<file path="src/shared/field_pwm_regs.svh">
// offsets, field positions, reset values and timing counts of the field pwm
`ifndef FIELD_PWM_REGS_SVH
`define FIELD_PWM_REGS_SVH

`define CLK_HZ 125000000
`define PWM_STEPS 256
`define PWM_NORM_HZ 220
`define PWM_PRE_HZ 27
`define STEP_DIV_NORM (`CLK_HZ / (`PWM_NORM_HZ * `PWM_STEPS))
`define STEP_DIV_PRE (`CLK_HZ / (`PWM_PRE_HZ * `PWM_STEPS))
`define MS_DIV (`CLK_HZ / 1000)

`define FORCE_ON_DELAY_MS 400
`define BOOST_OFF_MS 282
`define BOOST_ON_MS0 27
`define BOOST_ON_MS1 70
`define BOOST_ON_MS2 112
`define BOOST_ON_MS3 155

`define DUTY_FULL 9'h100
`define DUTY_MAX_LIMITED 9'h0F5
`define RISE_BLIND 9'h004
`define UPD_MAX 6'h20
`define TEMP_STEP_PERIODS 5'h1F
`define TEMP_THR_BASE 8'hAF
`define TEMP_THR_STEP 8'h05

`define ADDR_CTRL 4'h0
`define ADDR_LIMIT 4'h4
`define ADDR_STATUS 4'h8
`define ADDR_TEMP 4'hC
`define CTRL_LIMIT_EN 0
`define CTRL_RISE_EN 1
`define CTRL_STEP_LSB 4
`define CTRL_RESET 32'h0000_0010
`define LIMIT_RESET 8'hFF

`endif

</file>
<file path="src/shared/field_pwm_pkg.sv">
// types shared by the field excitation pwm block
`default_nettype none
package field_pwm_pkg;
	typedef enum logic [3:0] {
		OP_COMACT = 4'b0001,
		OP_PRE = 4'b0010,
		OP_NORMAL = 4'b0100,
		OP_DEFAULT = 4'b1000
	} op_state_e;
	typedef enum logic [2:0] {
		B_IDLE = 3'b001,
		B_ON = 3'b010,
		B_OFF = 3'b100
	} boost_e;
	typedef logic [8:0] duty_t;
	typedef struct packed {
		logic [2:0] preexc_duty_field;
		logic [2:0] boost_on_time_field;
		logic [2:0] high_temp_threshold;
		logic [2:0] high_temp_slope;
	} nvm_cfg_s;
endpackage
`default_nettype wire

</file>
<file path="src/rtl/field_excitation_pwm_regulation.sv">
// field excitation pwm generation and regulation logic
`include "field_pwm_regs.svh"
`timescale 1ns/100ps
`default_nettype none

module field_excitation_pwm_regulation #(
	parameter int STEP_DIV_NORM = `STEP_DIV_NORM,
	parameter int STEP_DIV_PRE = `STEP_DIV_PRE,
	parameter int MS_DIV = `MS_DIV
) (
	input wire logic CLK,
	input wire logic SYS_RST,
	input wire logic [3:0] ADDR,
	input wire logic [31:0] WDATA,
	input wire logic WR,
	input wire logic RD,
	output logic [31:0] RDATA,
	input wire field_pwm_pkg::op_state_e OP_STATE,
	input wire field_pwm_pkg::nvm_cfg_s NVM_CFG,
	input wire field_pwm_pkg::duty_t REG_DUTY,
	input wire logic [7:0] VOLTAGE_SETPOINT,
	input wire logic [7:0] FIELD_CURRENT_SAMPLE,
	input wire logic [7:0] TEMP_SAMPLE,
	input wire logic OVER_CURRENT,
	input wire logic VBA_BELOW_MIN,
	input wire logic VBA_ABOVE_MAX,
	input wire logic FORCE_ON_ENABLE,
	input wire logic PHASE_PRESENT,
	output logic FIELD_SWITCH,
	output logic HIGH_TEMP_FLAG,
	output logic [7:0] SETPOINT_OUT
);
	import field_pwm_pkg::*;

	logic [31:0] ctrl_reg;
	logic [7:0] current_limit_reg;
	logic [14:0] div_reg;
	logic [7:0] pos_reg;
	logic [16:0] ms_div_reg;
	duty_t duty_reg;
	logic oc_reg;
	logic off_seen_reg;
	logic [7:0] avg_reg;
	logic [7:0] measured_field_current;
	logic [5:0] upd_reg;
	duty_t lim_duty_reg;
	duty_t lrc_reg;
	logic lrc_active_reg;
	logic [7:0] temp_filt_reg;
	logic [4:0] temp_cnt_reg;
	logic [8:0] fo_cnt_reg;
	logic fo_armed_reg;
	logic fo_active_reg;
	boost_e boost_reg;
	logic [8:0] boost_cnt_reg;

	logic limit_en;
	logic rise_en;
	logic [3:0] rise_step;
	logic pre_mode;
	logic run_mode;
	logic step_en;
	logic period_start;
	logic ms_tick;
	logic meas_due;
	logic force_gap;
	logic on_now;
	logic low_voltage_force_on;
	logic high_voltage_force_off;
	logic phase_signal_boost;
	logic [14:0] div_max;
	logic [8:0] limit_gap;
	logic [5:0] upd_next;
	duty_t capped;
	duty_t rise_limiter;
	duty_t duty_next;
	logic [8:0] boost_on_ms;
	logic [7:0] high_temp_threshold;
	logic [11:0] setpoint_drop;

	assign limit_en = ctrl_reg[`CTRL_LIMIT_EN];
	assign rise_en = ctrl_reg[`CTRL_RISE_EN];
	assign rise_step = ctrl_reg[`CTRL_STEP_LSB +: 4];
	assign pre_mode = (OP_STATE == OP_PRE);
	assign run_mode = (OP_STATE == OP_NORMAL) || (OP_STATE == OP_DEFAULT);
	assign high_voltage_force_off = VBA_ABOVE_MAX;
	assign low_voltage_force_on = fo_active_reg;
	assign phase_signal_boost = (boost_reg != B_IDLE);

	// slower period in pre-excitation
	assign div_max = pre_mode ? 15'(STEP_DIV_PRE - 1) : 15'(STEP_DIV_NORM - 1);
	assign step_en = (div_reg >= div_max);
	assign period_start = step_en && (pos_reg == 8'hFF);
	assign ms_tick = (ms_div_reg == 17'(MS_DIV - 1));

	always_ff @(posedge CLK or posedge SYS_RST) begin
		if (SYS_RST) begin
			div_reg <= 15'h0000;
			pos_reg <= 8'h00;
		end else if (step_en) begin
			div_reg <= 15'h0000;
			pos_reg <= pos_reg + 8'h01;
		end else begin
			div_reg <= div_reg + 15'h0001;
		end
	end

	always_ff @(posedge CLK or posedge SYS_RST) begin
		if (SYS_RST)
			ms_div_reg <= 17'h00000;
		else if (ms_tick)
			ms_div_reg <= 17'h00000;
		else
			ms_div_reg <= ms_div_reg + 17'h00001;
	end

	// software registers
	always_ff @(posedge CLK or posedge SYS_RST) begin
		if (SYS_RST) begin
			ctrl_reg <= `CTRL_RESET;
			current_limit_reg <= `LIMIT_RESET;
		end else if (WR) begin
			unique case (ADDR)
				`ADDR_CTRL: ctrl_reg <= {24'h000000, WDATA[7:4], 2'h0,
					WDATA[1:0]};
				`ADDR_LIMIT: current_limit_reg <= WDATA[7:0];
				default: ;
			endcase
		end
	end

	always_ff @(posedge CLK or posedge SYS_RST) begin
		if (SYS_RST)
			RDATA <= 32'h0000_0000;
		else if (RD) begin
			unique case (ADDR)
				`ADDR_CTRL: RDATA <= ctrl_reg;
				`ADDR_LIMIT: RDATA <= {24'h000000, current_limit_reg};
				`ADDR_STATUS: RDATA <= {10'h000, phase_signal_boost,
					fo_armed_reg, HIGH_TEMP_FLAG, lrc_active_reg, 1'b0,
					duty_reg, measured_field_current};
				`ADDR_TEMP: RDATA <= {16'h0000, SETPOINT_OUT,
					temp_filt_reg};
				default: RDATA <= 32'h0000_0000;
			endcase
		end
	end

	// over-current latch; a hit at the boundary still wins
	always_ff @(posedge CLK or posedge SYS_RST) begin
		if (SYS_RST)
			oc_reg <= 1'b0;
		else if (OVER_CURRENT)
			oc_reg <= 1'b1;
		else if (period_start)
			oc_reg <= 1'b0;
	end

	// a full-on period leaves no off step: steal the last one
	assign meas_due = (upd_reg == 6'h00);
	assign force_gap = meas_due && !off_seen_reg && (pos_reg == 8'hFF);
	assign on_now = ({1'b0, pos_reg} < duty_reg);

	always_ff @(posedge CLK or posedge SYS_RST) begin
		if (SYS_RST)
			FIELD_SWITCH <= 1'b0;
		else
			FIELD_SWITCH <= on_now && !oc_reg && !OVER_CURRENT &&
				!force_gap && !high_voltage_force_off;
	end

	// off-time sampling and averaging
	always_ff @(posedge CLK or posedge SYS_RST) begin
		if (SYS_RST) begin
			avg_reg <= 8'h00;
			off_seen_reg <= 1'b0;
		end else if (step_en && !FIELD_SWITCH) begin
			avg_reg <= 8'((9'(avg_reg) + 9'(FIELD_CURRENT_SAMPLE)) >> 1);
			off_seen_reg <= !period_start;
		end else if (period_start) begin
			off_seen_reg <= 1'b0;
		end
	end

	// update interval shrinks as the current nears the limit
	assign limit_gap = 9'(current_limit_reg) - 9'(measured_field_current);
	always_comb begin
		if (!limit_en || limit_gap[8] == 1'b0 && limit_gap >= 9'(`UPD_MAX))
			upd_next = `UPD_MAX - 6'h01;
		else if (limit_gap[8] || limit_gap == 9'h000)
			upd_next = 6'h00;
		else
			upd_next = 6'(limit_gap - 9'h001);
	end

	always_ff @(posedge CLK or posedge SYS_RST) begin
		if (SYS_RST) begin
			upd_reg <= 6'h00;
			measured_field_current <= 8'h00;
		end else if (period_start) begin
			if (meas_due) begin
				measured_field_current <= avg_reg;
				upd_reg <= upd_next;
			end else begin
				upd_reg <= upd_reg - 6'h01;
			end
		end
	end

	// current limiting trims a duty ceiling on each fresh value
	always_ff @(posedge CLK or posedge SYS_RST) begin
		if (SYS_RST)
			lim_duty_reg <= `DUTY_FULL;
		else if (!limit_en)
			lim_duty_reg <= `DUTY_FULL;
		else if (period_start && meas_due) begin
			if (avg_reg > current_limit_reg && lim_duty_reg != 9'h000)
				lim_duty_reg <= lim_duty_reg - 9'h001;
			else if (avg_reg < current_limit_reg &&
				lim_duty_reg < `DUTY_FULL)
				lim_duty_reg <= lim_duty_reg + 9'h001;
		end
	end

	always_comb begin
		capped = REG_DUTY > `DUTY_FULL ? `DUTY_FULL : REG_DUTY;
		if (capped > lim_duty_reg)
			capped = lim_duty_reg;
		if (limit_en && capped > `DUTY_MAX_LIMITED)
			capped = `DUTY_MAX_LIMITED;
	end

	// rise limiter; boost never touches it
	always_ff @(posedge CLK or posedge SYS_RST) begin
		if (SYS_RST) begin
			lrc_reg <= 9'h000;
			lrc_active_reg <= 1'b0;
		end else if (!rise_en || rise_step == 4'h0) begin
			lrc_reg <= capped;
			lrc_active_reg <= 1'b0;
		end else if (fo_armed_reg && FORCE_ON_ENABLE && VBA_BELOW_MIN &&
			!fo_active_reg) begin
			lrc_reg <= `DUTY_FULL;
		end else if (period_start) begin
			if (capped > lrc_reg + `RISE_BLIND)
				lrc_active_reg <= 1'b1;
			else if (capped <= lrc_reg)
				lrc_active_reg <= 1'b0;
			if (capped > lrc_reg)
				lrc_reg <= (capped - lrc_reg > 9'(rise_step)) ?
					lrc_reg + 9'(rise_step) : capped;
			else if (lrc_reg - capped > 9'(rise_step))
				lrc_reg <= lrc_reg - 9'(rise_step);
			else
				lrc_reg <= capped;
		end
	end

	assign rise_limiter = lrc_active_reg ? lrc_reg : capped;

	// low-voltage force-on arming delay
	always_ff @(posedge CLK or posedge SYS_RST) begin
		if (SYS_RST) begin
			fo_cnt_reg <= 9'h000;
			fo_armed_reg <= 1'b0;
			fo_active_reg <= 1'b0;
		end else if (!FORCE_ON_ENABLE) begin
			fo_cnt_reg <= 9'h000;
			fo_armed_reg <= 1'b0;
			fo_active_reg <= 1'b0;
		end else begin
			if (!fo_armed_reg && VBA_BELOW_MIN)
				fo_cnt_reg <= 9'h000;
			else if (!fo_armed_reg && ms_tick) begin
				if (fo_cnt_reg == 9'(`FORCE_ON_DELAY_MS - 1))
					fo_armed_reg <= 1'b1;
				fo_cnt_reg <= fo_cnt_reg + 9'h001;
			end
			fo_active_reg <= fo_armed_reg && VBA_BELOW_MIN;
		end
	end

	// phase boost sequencer
	always_comb begin
		unique case (NVM_CFG.boost_on_time_field[1:0])
			2'h0: boost_on_ms = 9'(`BOOST_ON_MS0);
			2'h1: boost_on_ms = 9'(`BOOST_ON_MS1);
			2'h2: boost_on_ms = 9'(`BOOST_ON_MS2);
			2'h3: boost_on_ms = 9'(`BOOST_ON_MS3);
		endcase
	end

	always_ff @(posedge CLK or posedge SYS_RST) begin
		if (SYS_RST) begin
			boost_reg <= B_IDLE;
			boost_cnt_reg <= 9'h000;
		end else if (PHASE_PRESENT || OP_STATE == OP_COMACT || !run_mode) begin
			boost_reg <= B_IDLE;
			boost_cnt_reg <= 9'h000;
		end else begin
			unique case (boost_reg)
				B_IDLE: begin
					boost_reg <= B_ON;
					boost_cnt_reg <= 9'h000;
				end
				B_ON: if (ms_tick) begin
					if (boost_cnt_reg >= boost_on_ms - 9'h001) begin
						boost_reg <= B_OFF;
						boost_cnt_reg <= 9'h000;
					end else
						boost_cnt_reg <= boost_cnt_reg + 9'h001;
				end
				B_OFF: if (ms_tick) begin
					if (boost_cnt_reg == 9'(`BOOST_OFF_MS - 1)) begin
						boost_reg <= B_ON;
						boost_cnt_reg <= 9'h000;
					end else
						boost_cnt_reg <= boost_cnt_reg + 9'h001;
				end
			endcase
		end
	end

	// duty source priority: high-voltage off first
	always_comb begin
		if (high_voltage_force_off)
			duty_next = 9'h000;
		else if (low_voltage_force_on)
			duty_next = `DUTY_FULL;
		else if (pre_mode)
			duty_next = {1'b0, NVM_CFG.preexc_duty_field, 5'h00};
		else if (boost_reg == B_ON)
			duty_next = `DUTY_FULL;
		else if (boost_reg == B_OFF)
			duty_next = 9'h000;
		else
			duty_next = rise_limiter;
	end

	// only take a new duty at the boundary to avoid runt pulses
	always_ff @(posedge CLK or posedge SYS_RST) begin
		if (SYS_RST)
			duty_reg <= 9'h000;
		else if (period_start)
			duty_reg <= duty_next;
	end

	// temperature slew filter, about one code per 31 periods
	always_ff @(posedge CLK or posedge SYS_RST) begin
		if (SYS_RST) begin
			temp_filt_reg <= 8'h00;
			temp_cnt_reg <= 5'h00;
		end else if (period_start && run_mode) begin
			if (temp_cnt_reg >= `TEMP_STEP_PERIODS - 5'h01) begin
				temp_cnt_reg <= 5'h00;
				if (TEMP_SAMPLE > temp_filt_reg)
					temp_filt_reg <= temp_filt_reg + 8'h01;
				else if (TEMP_SAMPLE < temp_filt_reg)
					temp_filt_reg <= temp_filt_reg - 8'h01;
			end else
				temp_cnt_reg <= temp_cnt_reg + 5'h01;
		end
	end

	// threshold 125..160 in 5 degree steps, slope 50..400 mV/K
	assign high_temp_threshold = `TEMP_THR_BASE +
		8'(NVM_CFG.high_temp_threshold * `TEMP_THR_STEP);
	assign setpoint_drop = 12'(temp_filt_reg - high_temp_threshold) *
		12'(4'(NVM_CFG.high_temp_slope) + 4'h1);

	always_ff @(posedge CLK or posedge SYS_RST) begin
		if (SYS_RST) begin
			HIGH_TEMP_FLAG <= 1'b0;
			SETPOINT_OUT <= 8'h00;
		end else begin
			HIGH_TEMP_FLAG <= temp_filt_reg > high_temp_threshold;
			if (temp_filt_reg <= high_temp_threshold)
				SETPOINT_OUT <= VOLTAGE_SETPOINT;
			else if (setpoint_drop >= 12'(VOLTAGE_SETPOINT))
				SETPOINT_OUT <= 8'h00;
			else
				SETPOINT_OUT <= VOLTAGE_SETPOINT - 8'(setpoint_drop);
		end
	end
endmodule // field_excitation_pwm_regulation

`default_nettype wire

</file>
<file path="config.mk">
export PLATFORM = sky130hd
export DESIGN_NAME = field_excitation_pwm_regulation
export DESIGN_NICKNAME = d
export VERILOG_FILES = /design/src/shared/field_pwm_pkg.sv /design/src/rtl/field_excitation_pwm_regulation.sv
export VERILOG_INCLUDE_DIRS = /design/src /design/src/shared
export SDC_FILE = /design/constraint.sdc
export NUM_CORES = 1
export LEC_CHECK = 0
export BUFFER_PORTS_ARGS = -buffer_cell sky130_fd_sc_hd__clkbuf_2
export CELL_PAD_IN_SITES_DETAIL_PLACEMENT = 2
export CELL_PAD_IN_SITES_GLOBAL_PLACEMENT = 2
export CORE_UTILIZATION = 34
export DETAILED_ROUTE_END_ITERATION = 6
export HOLD_SLACK_MARGIN = 0.02
export PLACE_DENSITY = 0.8
export SLEW_MARGIN = 20
export SYNTH_ARGS = -nofsm -noshare
export SYNTH_HDL_FRONTEND = slang
export SYNTH_SLANG_ARGS = --single-unit
</file>
<file path="constraint.sdc">
create_clock -name CLK -period 5.3 [get_ports CLK]
set_input_delay 0.53 -clock CLK [delete_from_list [all_inputs] [get_ports CLK]]
set_output_delay 0.53 -clock CLK [all_outputs]
set_load 0.02 [all_outputs]
</file>
==> results.toml <==
[clocking]
cts_hold_buf = 0
clock-sinks = 173
insertion_delay_ns = 0.46
cts_tree = "done"
cts_max_level = 4
cts_made_buffers = 17
root_buffer = "clkbuf_16"
path_clk_slew_ns = 0.07
clock_path_buffers = 2

[yosys]
synth.avg_cell_area_um2 = 8.81
yosys.area.top_type_share_pct = 27.2
synthAdderAreaFrac_pct = 18.9
yosysMostFrequentCell = "inv_1"
yosys.area_share.simple_pct = 16.7
synth_area_leaders = "dfrtp_1, ha_1, inv_1, xnor2_1, fa_1"
ys_ff_latch = 173
syn-cell-area_um2 = 14900
synth_xor_area_share_pct = 6.75
synth_top_family_by_area = "compound AO/OA/AOI/OAI gates"
yosys.area.top_type = "dfrtp_1"
synth_edf_count = 0
synthMuxAreaShare_pct = 2.66
synth_common_cells = "inv_1, ha_1, dfrtp_1"
syn_inst = 1694
synth_ff_type = "dfrtp_1"
yosysWarningCount = 0
ys_seq_area_share_pct = 29.1
synth_cell_types = 89
async_reset_ff_share_pct = 100
synth_compound_area_share_pct = 19.1

[placement]
numPortBuffers = 99
hpwl_mm = 42.5
gp_congestion = 0.897
pre_cts_ws_ns = -0.687
dp.cells = 2470
place_area_um2 = 17100

[timing]
fmax_mhz = 180
setup_slack_ns = -0.263
setup_tns_ns = -1.74
max_slew_margin_pct = 25.8
fin_skew_ns = 0.0124
layout_min_cycle_time_ns = 5.56
grt_setup_unrepaired = "true"
hold_viol_final = 0
fin_crit_sh_pct = 105
timing.hold.ws_ns = 0.209
worstMarginPinSlew_ns = 1.11
setup_viol = 10
slew_viol_final = 0

[finish]
fin_util_pct = 42.3
drive_above_1_share_pct = 22.4
syn2layout_area_growth_pct = 22.4
final_cells = 2520
stdcell_area_um2 = 18300
largest_register_ffs = 21
final_nets = 2225
diodes = 0

[critical_path]
path_class = "in -> reg"
worst_setup_path_start_kind = "primary input"
worst-path-max-fanout = 8
crit_path_end_kind = "register"
required_ns = 5.65
cp.arrival_ns = 5.91

[grt]
grt_most_used_layer = "met2"
grt_usage_pct = 25.3
grt_use_met2_pct = 45.7
gr-total-overflow = 0
antenna_found_initial = 0
grt_max_degree = 89
grt_pass1_wl_mm = 88.2
gr-usage-met3_pct = 3.35
grt_pass1_vias = 15932
met1_usage_pct = 30.3

[floorplanning]
io_pins = 136
core_area_um2 = 43200
start_util_pct = 34.6
num_rows = 76
die_width_um = 211
die_h_um = 211
dieArea_um2 = 44700

[detailed_routing]
avgViaCountPerCell = 5.62
drtIter0Drc = 653
wire_per_inst_um = 23.9
ant_nets = 0
drc_errors = 0
via_count = 14173
dr.pass1.iters = 5
routed_wl_mm = 60.3

[power]
irDropWorstVdd_mv = 0.209
finalPower_mw = 7.54
p_leak_nw = 8.53
p_per_area_nw_per_um2 = 413

[worst_hold_path]
worstHoldPathType = "in -> async"

[job]
drv_cap = 0

[run_status]
violations = "setup timing"
status = "finished, violations left"
[repair_timing]
action                     CTS  global route
setup endpoints to repair   17            17
pin swaps                   38            49
setup buffers                5            13
gates resized for setup     30            63
[critical path, cell delays in order]
cell	delay, ns
buf_8	0.08
inv_4	0.03
ha_4	0.28
ha_4	0.19
a21o_1	0.19
a21oi_2	0.21
xor2_1	0.24
ha_2	0.36
o21ai_2	0.09
nand2b_1	0.08
a21oi_2	0.20
xor2_2	0.25
nor2_1	0.09
ha_1	0.29
inv_1	0.07
fa_1	0.54
inv_1	0.06
fa_1	0.49
ha_4	0.30
o21a_1	0.13
o31a_1	0.20
a21oi_1	0.09
nor3_2	0.31
o21ai_4	0.10
buf_12	0.16
o41ai_2	0.34
[cell type report]
class / instances / area, µm²
Timing Repair Buffer: 250 / 1670
Clock buffer: 19 / 443
Clock inverter: 13 / 90.1
Inverter: 199 / 758
Fill cell: 4786 / 24900
Tap cell: 585 / 732
Multi-Input combinational cell: 1281 / 10200
Sequential cell: 173 / 4340
[layer usage]
layer,vias up,wire [µm],part of all wire [%]
met5,-,0,0
met4,0,2270,3.8
met3,148,2070,3.4
met2,346,31100,51
met1,7276,24900,41
li1,6403,-,-
[final timing paths]
kind | startpoint | end | cells past startpoint | slack (ns)
setup / recovery | NVM_CFG[3] | SETPOINT_OUT[2] | 26 | -0.26
setup reg to reg | lim_duty_reg[8] | lrc_reg[5] | 24 | -0.02
hold / removal | SYS_RST | ms_div_reg[9] | 2 | 0.21
min in group CLK | WDATA[2] | current_limit_reg[2] | 2 | 0.30
hold reg to reg | temp_cnt_reg[4] | temp_cnt_reg[4] | 1 | 0.50
max in group asynchronous | SYS_RST | lim_duty_reg[6] | 3 | 3.84
[report_power, final]
group	switching [mW]	internal [mW]	leakage [nW]	total [mW]
Sequential	0.249	1.46	2.19	1.71
Clock	0.608	0.615	0.268	1.22
Combinational	2.60	2.01	6.08	4.61
[placed cells by master (no fill, tap or decap), types with 11 or more instances in the layout]
master / n
inv_1: 187
ha_1: 162
dfrtp_1: 161
buf_4: 148
nor2_1: 122
clkbuf_2: 97
nand2_1: 96
a21oi_1: 82
o21ai_0: 77
xnor2_1: 69
nand3_1: 57
xor2_1: 39
a21o_1: 36
nor2b_1: 34
nand4_1: 28
nor3_1: 27
fa_1: 27
nand2b_1: 25
o22ai_1: 24
mux2_2: 20
and3_1: 17
clkbuf_16: 17
mux2i_1: 15
ha_4: 15
a211oi_1: 14
a22oi_1: 14
o21a_1: 12
a21oi_2: 12
conb_1: 12
o21bai_1: 11
o211ai_1: 11
dfstp_2: 11
[logic make-up (layout without fill, tap and decap cells)]
group / count (synthesis) / count (layout)
AO/OA/AOI/OAI: 420 / 420
XOR/XNOR: 115 / 115
AND/OR/NAND/NOR: 488 / 488
adder cells (fa/ha/maj): 209 / 209
flip-flops: 173 / 173
buffers and inverters: 250 / 481
multiplexers: 37 / 37
other: 2 / 12
No activity file was read; power rests on OpenSTA's default activity.
